[src/verilog/alarm_summary_map.vh]
/*
 Register offsets, field positions, reset values and counts for the alarm summary and
 add clock loss block.
 Assumes a byte-wide register port addressed by the printed offsets.
*/
`ifndef ALARM_SUMMARY_MAP_VH
`define ALARM_SUMMARY_MAP_VH

`define ADDR_W                8
`define DATA_W                8

`define OFS_IRQ_CONTROL       8'h05
`define OFS_ADD_LOSS_MASK     8'h3d
`define OFS_GLOBAL_SUMMARY    8'h50
`define OFS_ADD_LOSS_STATUS   8'h51
`define OFS_ADD_LOSS_LATCHED  8'h52
`define OFS_ADD_LOSS_CONFIG   8'h60

`define BIT_DROP_A_BUS        5
`define BIT_DROP_B_BUS        4
`define BIT_ADD_BUS           3
`define BIT_DROP_A_CHANNEL    2
`define BIT_DROP_B_CHANNEL    1
`define BIT_ADD_CHANNEL       0
`define BIT_MASTER_IRQ_ENABLE 7
`define SUMMARY_W             6

`define BIT_ADD_A             0
`define BIT_ADD_B             1
`define SIDES                 2
`define SIDE_DATA_W           8

`define BIT_ADD_TIMING        0
`define EDGE_SEL_LSB          1
`define EDGE_SEL_W            2
`define EDGE_RISE             2'h0
`define EDGE_FALL             2'h1

`define RST_IRQ_CONTROL       8'h00
`define RST_ADD_LOSS_MASK     2'h0
`define RST_ADD_LOSS_CONFIG   3'h0

`define LOC_CNT_W             6
`define LOC_STUCK_CYCLES      6'h38

`endif

[src/verilog/alarm_summary_add_clock_loss.v]
/*
 Global alarm summary register, interrupt output and add bus loss of clock detector.
 Assumes lower-level alarm logic delivers masked latched alarm levels, and that the add
 clocks and register strobes are synchronous to ref_clk, the drop bus clock.
*/
`timescale 1ns/1ps
`default_nettype none
`include "alarm_summary_map.vh"

module alarm_summary_add_clock_loss (
	// Register port.
	input  wire                                   ref_clk,
	input  wire                                   sys_rst,
	input  wire [`ADDR_W-1:0]                     reg_addr,
	input  wire [`DATA_W-1:0]                     reg_wdata,
	input  wire                                   reg_wr,
	input  wire                                   reg_rd,
	output reg  [`DATA_W-1:0]                     reg_rdata,

	// Summary sources, each already qualified by the lower mask levels.
	input  wire                                   drop_a_bus_alarm,
	input  wire                                   drop_b_bus_alarm,
	input  wire                                   add_bus_alarm,
	input  wire [7:0]                             drop_a_channel_alarm,
	input  wire [7:0]                             drop_b_channel_alarm,
	input  wire [7:0]                             add_channel_alarm,

	// Add bus line side, one lane per side.
	input  wire [`SIDES-1:0]                      add_clock,
	input  wire [`SIDES*`SIDE_DATA_W-1:0]         add_data_in,
	input  wire [`SIDES-1:0]                      add_parity_in,
	input  wire [`SIDES-1:0]                      add_indicator_in,
	output reg  [`SIDES*`SIDE_DATA_W-1:0]         add_data,
	output reg  [`SIDES-1:0]                      add_parity,
	output reg  [`SIDES-1:0]                      add_data_oe,
	output reg  [`SIDES-1:0]                      add_indicator,
	output reg                                    irq
);

	reg  [`DATA_W-1:0]              irq_control;
	reg  [`SIDES-1:0]               add_loss_mask;
	reg  [2:0]                      add_loss_config;
	reg  [`SUMMARY_W-1:0]           summary;
	reg  [`SUMMARY_W-1:0]           next_summary;
	reg  [`SIDES-1:0]               clock_loss;
	reg  [`SIDES-1:0]               clock_loss_latched;
	reg  [`SIDES-1:0]               add_clock_prev;
	reg  [`LOC_CNT_W*`SIDES-1:0]    stuck_count;
	wire [`SIDES-1:0]               next_clock_loss;
	wire [`SIDES-1:0]               next_clock_loss_latched;
	wire [`LOC_CNT_W*`SIDES-1:0]    next_stuck_count;
	wire                            add_timing;
	wire [`EDGE_SEL_W-1:0]          edge_sel;
	wire                            latched_read;
	wire                            control_write;
	wire                            loss_mask_write;
	wire                            config_write;
	wire [`SUMMARY_W-1:0]           summary_mask;
	wire                            master_irq_enable;

	// Decode and next-state values.
	wire                            hit_control;
	wire                            hit_loss_mask;
	wire                            hit_config;
	wire                            hit_latched;
	reg  [`DATA_W-1:0]              next_irq_control;
	reg  [`SIDES-1:0]               next_add_loss_mask;
	reg  [2:0]                      next_add_loss_config;
	wire [`SIDES-1:0]               loss_to_summary;
	wire                            add_loss_any;
	wire                            drop_a_channel_any;
	wire                            drop_b_channel_any;
	wire                            add_channel_any;
	wire [`SUMMARY_W-1:0]           masked_summary;
	reg                             next_irq;
	reg  [`DATA_W-1:0]              next_rdata;
	wire [`DATA_W-1:0]              mask_word;
	wire [`DATA_W-1:0]              config_word;
	wire [`DATA_W-1:0]              summary_word;
	wire [`DATA_W-1:0]              status_word;
	wire [`DATA_W-1:0]              latched_word;

	assign hit_control       = (reg_addr == `OFS_IRQ_CONTROL);
	assign hit_loss_mask     = (reg_addr == `OFS_ADD_LOSS_MASK);
	assign hit_config        = (reg_addr == `OFS_ADD_LOSS_CONFIG);
	assign hit_latched       = (reg_addr == `OFS_ADD_LOSS_LATCHED);

	assign add_timing        = add_loss_config[`BIT_ADD_TIMING];
	assign edge_sel          = add_loss_config[`EDGE_SEL_LSB +: `EDGE_SEL_W];
	assign latched_read      = reg_rd && hit_latched;
	assign control_write     = reg_wr && hit_control;
	assign loss_mask_write   = reg_wr && hit_loss_mask;
	assign config_write      = reg_wr && hit_config;
	assign summary_mask      = irq_control[`SUMMARY_W-1:0];
	assign master_irq_enable = irq_control[`BIT_MASTER_IRQ_ENABLE];

	// Loss alarms reach the add bus summary only through their own enable bits.
	assign loss_to_summary    = clock_loss_latched & add_loss_mask;
	assign add_loss_any       = |loss_to_summary;
	assign drop_a_channel_any = |drop_a_channel_alarm;
	assign drop_b_channel_any = |drop_b_channel_alarm;
	assign add_channel_any    = |add_channel_alarm;
	assign masked_summary     = summary & summary_mask;

	// Status words are widened here so the unused upper bits always read zero.
	assign mask_word    = {{(`DATA_W-`SIDES){1'b0}}, add_loss_mask};
	assign config_word  = {{(`DATA_W-3){1'b0}}, add_loss_config};
	assign summary_word = {{(`DATA_W-`SUMMARY_W){1'b0}}, summary};
	assign status_word  = {{(`DATA_W-`SIDES){1'b0}}, clock_loss};
	assign latched_word = {{(`DATA_W-`SIDES){1'b0}}, clock_loss_latched};

	// Write decode. Only the three writable offsets are decoded, so writes aimed at
	// the status offsets or at unmapped ones leave every register as it was.
	always @* begin
		next_irq_control     = irq_control;
		next_add_loss_mask   = add_loss_mask;
		next_add_loss_config = add_loss_config;
		if (control_write) begin
			next_irq_control = reg_wdata;
		end
		if (loss_mask_write) begin
			next_add_loss_mask = reg_wdata[`SIDES-1:0];
		end
		if (config_write) begin
			next_add_loss_config = reg_wdata[`EDGE_SEL_LSB+`EDGE_SEL_W-1:0];
		end
	end

	always @(posedge ref_clk or posedge sys_rst) begin
		if (sys_rst) begin
			irq_control     <= `RST_IRQ_CONTROL;
			add_loss_mask   <= `RST_ADD_LOSS_MASK;
			add_loss_config <= `RST_ADD_LOSS_CONFIG;
		end else begin
			irq_control     <= next_irq_control;
			add_loss_mask   <= next_add_loss_mask;
			add_loss_config <= next_add_loss_config;
		end
	end

	// The summary bits are levels, not sticky flags: they drop as soon as the
	// feeding latched alarms are read clear or a mask in their chain is lowered.
	always @* begin
		next_summary = {`SUMMARY_W{1'b0}};
		next_summary[`BIT_DROP_A_BUS]     = drop_a_bus_alarm;
		next_summary[`BIT_DROP_B_BUS]     = drop_b_bus_alarm;
		next_summary[`BIT_ADD_BUS]        = add_bus_alarm | add_loss_any;
		next_summary[`BIT_DROP_A_CHANNEL] = drop_a_channel_any;
		next_summary[`BIT_DROP_B_CHANNEL] = drop_b_channel_any;
		next_summary[`BIT_ADD_CHANNEL]    = add_channel_any;
	end

	always @(posedge ref_clk or posedge sys_rst) begin
		if (sys_rst) begin
			summary <= {`SUMMARY_W{1'b0}};
			irq     <= 1'b0;
		end else begin
			summary <= next_summary;
			irq     <= next_irq;
		end
	end

	// The interrupt is a level: it falls as soon as the summary bit or a mask drops.
	always @* begin
		next_irq = 1'b0;
		if (master_irq_enable) begin
			next_irq = |masked_summary;
		end
	end

	// One detector per add side. The stuck counter saturates at the limit so a dead
	// clock keeps the alarm up without the counter wrapping and ending it falsely.
	genvar side;
	generate
		for (side = 0; side < `SIDES; side = side + 1) begin : loss_side
			wire                  toggled;
			wire [`LOC_CNT_W-1:0] count_now;
			reg  [`LOC_CNT_W-1:0] count_next;
			reg                   loss_next;
			reg                   edge_hit;
			reg                   latch_next;

			// Line side outputs as they will stand after the next edge.
			reg  [`SIDE_DATA_W-1:0] next_out_data;
			reg                   next_out_parity;
			reg                   next_out_oe;
			reg                   next_out_indicator;

			// Edges of the alarm itself, found against the value one edge ago.
			wire                  rise_event;
			wire                  fall_event;
			wire                  stuck_full;

			assign toggled   = add_clock[side] ^ add_clock_prev[side];
			assign count_now = stuck_count[side*`LOC_CNT_W +: `LOC_CNT_W];

			// The full count marks a declared loss; the counter rests there.
			assign stuck_full = (count_now == `LOC_STUCK_CYCLES);
			assign rise_event = loss_next & ~clock_loss[side];
			assign fall_event = ~loss_next & clock_loss[side];

			always @* begin
				count_next = count_now;
				loss_next  = clock_loss[side];
				if (!add_timing) begin
					count_next = {`LOC_CNT_W{1'b0}};
					loss_next  = 1'b0;
				end else if (toggled) begin
					count_next = {`LOC_CNT_W{1'b0}};
					loss_next  = 1'b0;
				end else if (!stuck_full) begin
					count_next = count_now + 6'h01;
					loss_next  = (count_next == `LOC_STUCK_CYCLES);
				end
			end

			always @* begin
				case (edge_sel)
				`EDGE_RISE: begin
					edge_hit = rise_event;
				end
				`EDGE_FALL: begin
					edge_hit = fall_event;
				end
				default: begin
					edge_hit = rise_event | fall_event;
				end
				endcase
				// A new event in the read cycle survives the clear.
				latch_next = edge_hit | (clock_loss_latched[side] & ~latched_read);
			end

			assign next_stuck_count[side*`LOC_CNT_W +: `LOC_CNT_W] = count_next;
			assign next_clock_loss[side]                          = loss_next;
			assign next_clock_loss_latched[side]                  = latch_next;

			// A side in loss stops driving and zeroes its lane, so a floated side
			// never shows a stale byte to anything that still samples it.
			always @* begin
				next_out_data      = add_data_in[side*`SIDE_DATA_W +: `SIDE_DATA_W];
				next_out_parity    = add_parity_in[side];
				next_out_oe        = 1'b1;
				next_out_indicator = add_indicator_in[side];
				if (loss_next) begin
					next_out_data      = {`SIDE_DATA_W{1'b0}};
					next_out_parity    = 1'b0;
					next_out_oe        = 1'b0;
					next_out_indicator = 1'b0;
				end
			end

			always @(posedge ref_clk or posedge sys_rst) begin
				if (sys_rst) begin
					add_data[side*`SIDE_DATA_W +: `SIDE_DATA_W] <= {`SIDE_DATA_W{1'b0}};
					add_parity[side]    <= 1'b0;
					add_data_oe[side]   <= 1'b0;
					add_indicator[side] <= 1'b0;
				end else begin
					add_data[side*`SIDE_DATA_W +: `SIDE_DATA_W] <= next_out_data;
					add_parity[side]    <= next_out_parity;
					add_data_oe[side]   <= next_out_oe;
					add_indicator[side] <= next_out_indicator;
				end
			end
		end
	endgenerate

	// The previous add clock sample is the reference every detector compares with;
	// after reset it reads low, which at worst restarts a count, never raises a loss.
	always @(posedge ref_clk or posedge sys_rst) begin
		if (sys_rst) begin
			add_clock_prev <= {`SIDES{1'b0}};
		end else begin
			add_clock_prev <= add_clock;
		end
	end

	always @(posedge ref_clk or posedge sys_rst) begin
		if (sys_rst) begin
			stuck_count <= {(`LOC_CNT_W*`SIDES){1'b0}};
		end else begin
			stuck_count <= next_stuck_count;
		end
	end

	always @(posedge ref_clk or posedge sys_rst) begin
		if (sys_rst) begin
			clock_loss <= {`SIDES{1'b0}};
		end else begin
			clock_loss <= next_clock_loss;
		end
	end

	always @(posedge ref_clk or posedge sys_rst) begin
		if (sys_rst) begin
			clock_loss_latched <= {`SIDES{1'b0}};
		end else begin
			clock_loss_latched <= next_clock_loss_latched;
		end
	end

	// Read data stand for exactly the cycle after the strobe and are zero otherwise,
	// so a bus that ORs several slaves together needs no extra gating.
	always @* begin
		next_rdata = {`DATA_W{1'b0}};
		if (reg_rd) begin
			case (reg_addr)
			`OFS_IRQ_CONTROL: begin
				next_rdata = irq_control;
			end
			`OFS_ADD_LOSS_MASK: begin
				next_rdata = mask_word;
			end
			`OFS_ADD_LOSS_CONFIG: begin
				next_rdata = config_word;
			end
			`OFS_GLOBAL_SUMMARY: begin
				next_rdata = summary_word;
			end
			`OFS_ADD_LOSS_STATUS: begin
				next_rdata = status_word;
			end
			`OFS_ADD_LOSS_LATCHED: begin
				next_rdata = latched_word;
			end
			default: begin
				next_rdata = {`DATA_W{1'b0}};
			end
			endcase
		end
	end

	always @(posedge ref_clk or posedge sys_rst) begin
		if (sys_rst) begin
			reg_rdata <= {`DATA_W{1'b0}};
		end else begin
			reg_rdata <= next_rdata;
		end
	end

endmodule

`default_nettype wire

[config.mk]
export PLATFORM = sky130hd
export DESIGN_NAME = alarm_summary_add_clock_loss
export DESIGN_NICKNAME = d
export VERILOG_FILES = /design/src/verilog/alarm_summary_add_clock_loss.v
export VERILOG_INCLUDE_DIRS = /design/src /design/src/verilog
export SDC_FILE = /design/constraint.sdc
export NUM_CORES = 1
export LEC_CHECK = 0
export BUFFER_PORTS_ARGS = -buffer_cell sky130_fd_sc_hd__buf_4
export CAP_MARGIN = 15
export CELL_PAD_IN_SITES_DETAIL_PLACEMENT = 1
export CELL_PAD_IN_SITES_GLOBAL_PLACEMENT = 1
export CORE_UTILIZATION = 39
export CTS_CLUSTER_DIAMETER = 30
export DETAILED_ROUTE_END_ITERATION = 6
export GPL_ROUTABILITY_DRIVEN = 0
export PLACE_DENSITY = 0.85
export SETUP_SLACK_MARGIN = 0.02
export SYNTH_ARGS = -nofsm -noshare
export SYNTH_HDL_FRONTEND = slang
export SYNTH_SLANG_ARGS = --single-unit
[constraint.sdc]
create_clock -name ref_clk -period 3.54 [get_ports ref_clk]
set_clock_uncertainty 0.15 [all_clocks]
set_input_delay 0.177 -clock ref_clk [delete_from_list [all_inputs] [get_ports ref_clk]]
set_output_delay 0.177 -clock ref_clk [all_outputs]
set_load 0.005 [all_outputs]
# [Word-level counts from Yosys, hierarchy flattened]
# Index checks and enable logic that the tools add are counted.
[totals] wordCells=89 out_inout_bits=31 regBits=68 mem_bits_ro=0 ramBits=0 latch_bits=0 in_bits=69 mem_count=0
[classes] shifts=0 magnitude_cmp=0 add_sub_neg=2 div_mod_pow=0 muxes=25 n_eq_ne=13 reduce_logical=10 bitwise=20 n_mul=0
[op_table] op="8-bit one-hot mux with 6 select lines" n=1
[op_table] op="6-bit two-way mux" n=6
[op_table] op="8-bit by 7-bit equality test with 1-bit output, second input constant" n=4
[op_table] op="6-bit equality test, second input constant" n=4
[op_table] op="8-bit two-way mux" n=3
[op_table] op="8-bit OR reduction" n=3
[op_table] op="1-bit two-way mux" n=13
[op_table] op="6-bit by 1-bit adder with 6-bit output, second input constant" n=2
[op_table] op="8-bit by 3-bit equality test with 1-bit output, second input constant" n=1
[op_table] op="8-bit by 6-bit equality test with 1-bit output, second input constant" n=1
[op_table] op="1-bit bitwise AND" n=6
[op_table] op="6-bit bitwise AND" n=1
[op_table] op="3-bit inequality test, second input constant" n=2
[op_table] op="6-bit OR reduction" n=1
[op_table] op="1-bit NOT" n=5
[op_table] op="1-bit OR" n=5
[op_table] op="1-bit logical AND" n=4
[op_table] op="1-bit one-hot mux with 2 select lines" n=2
[op_table] op="2-bit bitwise AND" n=1
[op_table] op="2-bit by 1-bit equality test with 1-bit output, second input constant" n=1
[op_table] op="2-bit logical NOT" n=1
[op_table] op="2-bit OR reduction" n=1
[op_table] op="1-bit bitwise XOR" n=2

# [Depth between registers and ports, before layout]
[depth] word_depth=10 ltp_mapped=11 mapped_depth_nobuf=11

# [Worst setup path after synthesis]
# No wires, ideal clock.
[synth_timing] path_type="reg-to-reg" startpoint="reg stuck_count[0]" endpoint="reg clock_loss_latched[0]" t_arrival_ns=2.255 path_slack_ns=1.017 period_less_slack_ns=2.523 stages_incl_launch_ff=11 n_path_buf=1 path_cell_list="dfrtp_1 ha_1 a22o_1 o221a_2 nor4_2 buf_2 nor2_1 ha_1 a211oi_1 a21oi_1 a21o_1"
[synth_via] elab_chain_cells=10
[synth_rtl] item="from (decl)" line_no="alarm_summary_add_clock_loss.v:48" source="reg [`LOC_CNT_W*`SIDES-1:0] stuck_count;"
[synth_rtl] item="from (signal assigned)" line_no="alarm_summary_add_clock_loss.v:280" source="stuck_count <= {(`LOC_CNT_W*`SIDES){1'b0}};"
[synth_rtl] item="from (signal assigned)" line_no="alarm_summary_add_clock_loss.v:282" source="stuck_count <= next_stuck_count;"
[synth_rtl] item="6-bit by 1-bit adder with 6-bit output" line_no="alarm_summary_add_clock_loss.v:212" source="count_next = count_now + 6'h01;"
[synth_rtl] item="6-bit equality test (no line)"
[synth_rtl] item="1-bit two-way mux (*)" line_no="alarm_summary_add_clock_loss.v:211" source="end else if (!stuck_full) begin"
[synth_rtl] item="1-bit two-way mux (*)" line_no="alarm_summary_add_clock_loss.v:208" source="end else if (toggled) begin"
[synth_rtl] item="1-bit two-way mux (*)" line_no="alarm_summary_add_clock_loss.v:205" source="if (!add_timing) begin"
[synth_rtl] item="1-bit NOT" line_no="alarm_summary_add_clock_loss.v:200" source="assign fall_event = ~loss_next & clock_loss[side];"
[synth_rtl] item="1-bit bitwise AND" line_no="alarm_summary_add_clock_loss.v:200"
[synth_rtl] item="1-bit OR" line_no="alarm_summary_add_clock_loss.v:226" source="edge_hit = rise_event | fall_event;"
[synth_rtl] item="1-bit one-hot mux with 2 select lines (*)" line_no="alarm_summary_add_clock_loss.v:218" source="case (edge_sel)"
[synth_rtl] item="1-bit OR (*)" line_no="alarm_summary_add_clock_loss.v:230" source="latch_next = edge_hit | (clock_loss_latched[side] & ~latched_read);"
[synth_rtl] item="net loss_side[0].latch_next" line_no="alarm_summary_add_clock_loss.v:181" source="reg latch_next;"
[synth_rtl] item="to (signal assigned)" line_no="alarm_summary_add_clock_loss.v:296" source="clock_loss_latched <= {`SIDES{1'b0}};"
[synth_rtl] item="to (signal assigned)" line_no="alarm_summary_add_clock_loss.v:298" source="clock_loss_latched <= next_clock_loss_latched;"
[synth_rtl] item="to (decl)" line_no="alarm_summary_add_clock_loss.v:46" source="reg [`SIDES-1:0] clock_loss_latched;"
# The timed path passes the listed nets; every way through them passes the cells marked *.
# A chain may end at the register's enable or synchronous reset.

# [Final worst setup path]
[layout_timing] startpoint="reg stuck_count[7]" endpoint="reg clock_loss_latched[1]"
[layout_via] elab_chain_cells=10
[layout_rtl] item="6-bit by 1-bit adder with 6-bit output" line_no="alarm_summary_add_clock_loss.v:212"
[layout_rtl] item="6-bit equality test (no line)"
[layout_rtl] item="1-bit two-way mux (*)" line_no="alarm_summary_add_clock_loss.v:211"
[layout_rtl] item="1-bit two-way mux (*)" line_no="alarm_summary_add_clock_loss.v:208"
[layout_rtl] item="1-bit two-way mux (*)" line_no="alarm_summary_add_clock_loss.v:205"
[layout_rtl] item="1-bit NOT" line_no="alarm_summary_add_clock_loss.v:200"
[layout_rtl] item="1-bit bitwise AND" line_no="alarm_summary_add_clock_loss.v:200"
[layout_rtl] item="1-bit OR" line_no="alarm_summary_add_clock_loss.v:226"
[layout_rtl] item="1-bit one-hot mux with 2 select lines (*)" line_no="alarm_summary_add_clock_loss.v:218"
[layout_rtl] item="1-bit OR (*)" line_no="alarm_summary_add_clock_loss.v:230"
[layout_rtl] item="net loss_side[1].latch_next" line_no="alarm_summary_add_clock_loss.v:181"
# Marks and branches as above.

==> parameters.txt <==
Parameter                              Value

Pwr
  Combinational power share ... 12.0%
  Worst VDD drop ... 167 uV
  Clock network fraction of total power ... 38.9%
  Total net switching power ... 0.450 mW
  Internal power contribution ... 1.26 mW
  Total power divided by cell area ... 366 nW/um^2
  Seq pwr share ... 49.1%
  Switching Fraction ... 26.3%
  Static Leak ... 2.09 nW

Yosys
  Compound-Gate Fraction of Synth Area ... 9.76%
  Yosys reg bits ... 68
  Count of distinct cell types in the synthesized netlist ... 53
  FFs w/ async S/R, synth ... 100%
  Mean post-synth cell area ... roughly 12 sq um
  Share of synthesized area spent on multiplexers ... 6.63%
  Cells after Synth ... 267
  Number of enable flip-flop cells after synthesis ... 0
  Sequential fraction of the synthesis area ... 54.0%
  Main combinational cell family by area after synthesis ... simple AND/OR/NAND/NOR gates
  Post-synth top flop ... sky130_fd_sc_hd__dfrtp_1
  Total nets after synthesis ... 346
  Total standard cell area after synthesis ... approximately 3200 sq um
  Simple-gate share of the synthesized area ... 19.7%
  Yosys warning count ... 0
  XOR/XNOR share of the synthesized area ... under 10%
  Adder-cell share of the synthesized area ... 3.97%

Timing
  Max-slew violations ... 0
  Final worst setup slack ... 0.486 ns
  Headroom to the max-slew limit ... 53.4%
  Sum Neg Setup Slack ... 0 ns
  Tcrit/Tclk final ... a little under nine tenths
  Shortest period the worst path allows ... 3.05 ns
  Worst Max-Slew Pin Slew ... 0.698 ns
  Final hold violation count ... 0
  Setup repair after global routing missed its margin ... no
  Max Fclk ... 327 MHz
  Finish-stage setup viols ... 0

Clock network
  Root buffer selected by CTS ... sky130_fd_sc_hd__clkbuf_8
  CTS tree ... done
  Insertion delay of the later-clocked pin in the worst-skew pair ... 0.35 ns
  Number of H-tree levels ... 3
  Post-CTS clock slew at the launch and capture registers of the worst setup and hold paths ... about 0.090 ns
  Clock sink count ... a little under 70
  TritonCTS Buffers ... 9
  Deepest clock path buffer count ... 2
  Post-CTS setup buffer count ... 0

GRT
  Met1 track demand over resource in global routing ... 27.6%
  Most used routing layer ... met2
  Maximum number of pins on one net before global-route repair ... 55
  Global-route wire length before repair ... 16200 um
  Grt total ovfl ... 0
  Number of antenna violations at the first check in global routing ... 0
  Via count of the first global-routing pass ... ~3200
  Global-route met3 utilization ... 4.06%
  GR Layer Usage met2 ... between 40 and 50%
  GRT Total Usage ... 25.5%

Detailed routing
  Average detailed-routed wire length per instance ... 19.6 um
  First DRT Iteration DRCs ... about 160
  Remaining antenna violation count after routing ... 0
  Via-per-instance ratio ... 5.38
  DRC viols ... 0
  Number of vias in the routed layout ... about 2800
  Total Wirelength ... between 10000 and 15000 um
  Detailed-routing iteration count for the pre-antenna-repair pass ... 4

Setup path
  Arr. time, crit path ... 3.14 ns
  Kind of capture point of the worst setup path ... flip-flop
  Biggest cell delay along the critical path ... about 0.7 ns
  Sort of element at the start of the critical path ... flip-flop
  Required arrival time at the worst endpoint ... ~3.6 ns
  Critical path's slowest cell ... sky130_fd_sc_hd__a2111oi_4
  Critical Path, Cell by Cell ... nand3_1 > or3_4 > a2111oi_4 > nor2_1 > ha_1 > a211oi_1 > a21oi_1 > a21o_1
  Type of the setup path with the least slack ... flip-flop to flip-flop
  Biggest fanout along the worst timing path ... 12

Layout
  Final std cell area, no fill ... 4680 sq um
  Filler Cells Inserted ... 831
  Antenna fix cells ... 0
  Number of cells in the finished layout apart from fillers ... 525
  Share of post-route cells with drive strength above 1 ... 32.4%
  # nets final ... 497
  Share of the core filled with cells in the final layout ... 60.2%
  Area added between synthesis and finish ... 48.3%

Floorplanning
  Std-Cell Core Area ... 7770 sq um
  Die width ... 91.9 um
  Starting density of the core ... 40.6%
  DIE AREA ... roughly 8400 sq um
  Vertical die dimension ... 91.9 um
  Number of top-level pins ... 100
  Std cell rows ... 32

Hold path
  Worst Hold Class ... input port to flip-flop

Place
  Placed instance count ... 464
  Total of buffers placed on input and output ports ... between 90 and 100
  Pre-CTS setup slack ... 0.652 ns
  Half-perimeter wire length after detailed placement ... about 6000 um
  Cell area after placement ... around 4000 sq um

Status
  Outcome ... finished clean

Run
  Count of maximum capacitance violations ... 0
-- cell usage in the layout, fill, tap and decap left out, types with 7 or more instances in the layout --
| cell type | Yosys | layout |
|---|---|---|
| sky130_fd_sc_hd__nand2_1 | 14 | 14 |
| sky130_fd_sc_hd__mux2_1 | 11 | 11 |
| sky130_fd_sc_hd__nor2_1 | 17 | 17 |
| sky130_fd_sc_hd__xnor2_1 | 10 | 10 |
| sky130_fd_sc_hd__nor3b_1 | 21 | 21 |
| sky130_fd_sc_hd__dfrtp_1 | 68 | 68 |
| sky130_fd_sc_hd__dlygate4sd3_1 | 0 | 44 |
| sky130_fd_sc_hd__buf_4 | 1 | 103 |
| sky130_fd_sc_hd__ha_1 | 10 | 10 |
| sky130_fd_sc_hd__clkbuf_8 | 0 | 9 |
| sky130_fd_sc_hd__inv_1 | 12 | 11 |
| sky130_fd_sc_hd__a22oi_1 | 10 | 10 |
| sky130_fd_sc_hd__a21oi_1 | 7 | 7 |
-- cell usage after synthesis (all sizes together), types with 2 or more instances --
master	instances	area share, %
xor2	2	0.56
o21a	2	0.48
or2	2	0.40
clkbuf	3	0.36
nand2	16	2.1
a211oi	6	1.4
and3	5	0.99
inv	12	1.4
o21ai	3	0.48
dfrtp	68	54
nor2b	3	0.60
nor3	5	0.95
mux2i	4	1.3
ha	10	4.0
a22oi	10	2.4
mux2	14	5.4
nand3	6	0.95
buf	5	0.87
nor2	17	2.0
nor3b	22	5.4
nand4	3	0.60
nor4	7	1.6
a21o	2	0.48
o22ai	2	0.40
or3	4	1.1
xnor2	10	2.8
a21oi	7	1.1
-- area by class of cell --
cell class | instances | area [sq um] | share of cell area (%)
Multi-Input combinational cell | 179 | 1370 | 29.2
Sequential cell | 68 | 1700 | 36.4
Clock buffer | 9 | 124 | 2.65
Clock inverter | 7 | 76.3 | 1.63
Timing Repair Buffer | 148 | 1230 | 26.4
Inverter | 12 | 45.0 | 0.963
Tap cell | 102 | 128 | 2.73
-- state kept, by name (all words and copies together), names as in the netlist, 3 cells and up --
register and count:
add_data 16, reg_rdata 8, stuck_count 12, add_loss_config 3, summary 6, irq_control 8
-- through the flow --
| step | total power [mW] | hold WS (ns) |
|---|---|---|
| 6_report | 1.71 | 0.111 |
| 5_1_grt | 1.77 | 0.0993 |
| 4_1_cts | 1.68 | 0.0265 |
| 3_5_place_dp | 1.01 | 0.139 |
| 3_3_place_gp | 0.999 | 0.138 |
| 2_1_floorplan | 0.898 | 0.0584 |
-- timing repair --
action / CTS / global route
resized for setup: 0 / 0
hold buffers: 43 / 1
endpoints found under the hold margin: 45 / 27
-- power groups by stage --
stage          combinational, mW  sequential, mW  clock (mW)
2_1_floorplan             0.0577           0.841           0
3_3_place_gp               0.152           0.848           0
3_5_place_dp               0.158           0.849           0
4_1_cts                    0.192           0.833       0.652
5_1_grt                    0.220           0.842       0.710
6_report                   0.205           0.840       0.666
-- path summary, 6_finish.rpt --
path | start | endpoint | cells after the start | slack [ns]
setup / recovery | stuck_count[7] | clock_loss_latched[1] | 8 | 0.49
hold / removal | reg_wr | add_loss_config[2] | 3 | 0.11
setup reg to reg | stuck_count[7] | clock_loss_latched[1] | 8 | 0.49
hold reg to reg | irq_control[6] | irq_control[6] | 1 | 0.36
max in group asynchronous | sys_rst | irq_control[1] | 5 | 2.04
min in group asynchronous | sys_rst | add_data[9] | 3 | 0.34
-- cells by family after synthesis --
kind of cell,after synthesis
buf+inv,20
flops,68
fa+ha+maj,10
xor+xnor,12
compound gates,40
mux,18
simple gates,99
-- critical path: cells and delay by family, from the launching register on --
kind,cells,cell delay [ns]
AO/OA/AOI/OAI,4,1.27
AND/OR/NAND/NOR,3,0.76
flip-flops,1,0.48
adder cells (fa/ha/maj),1,0.27
-- metal layers --
layer | part of all wire, % | wire length (um)
met1 | 37 | 3810
met5 | 0 | 0
met2 | 56 | 5720
met3 | 3.5 | 357
met4 | 4.0 | 417
No activity file was read; power rests on OpenSTA's default activity.
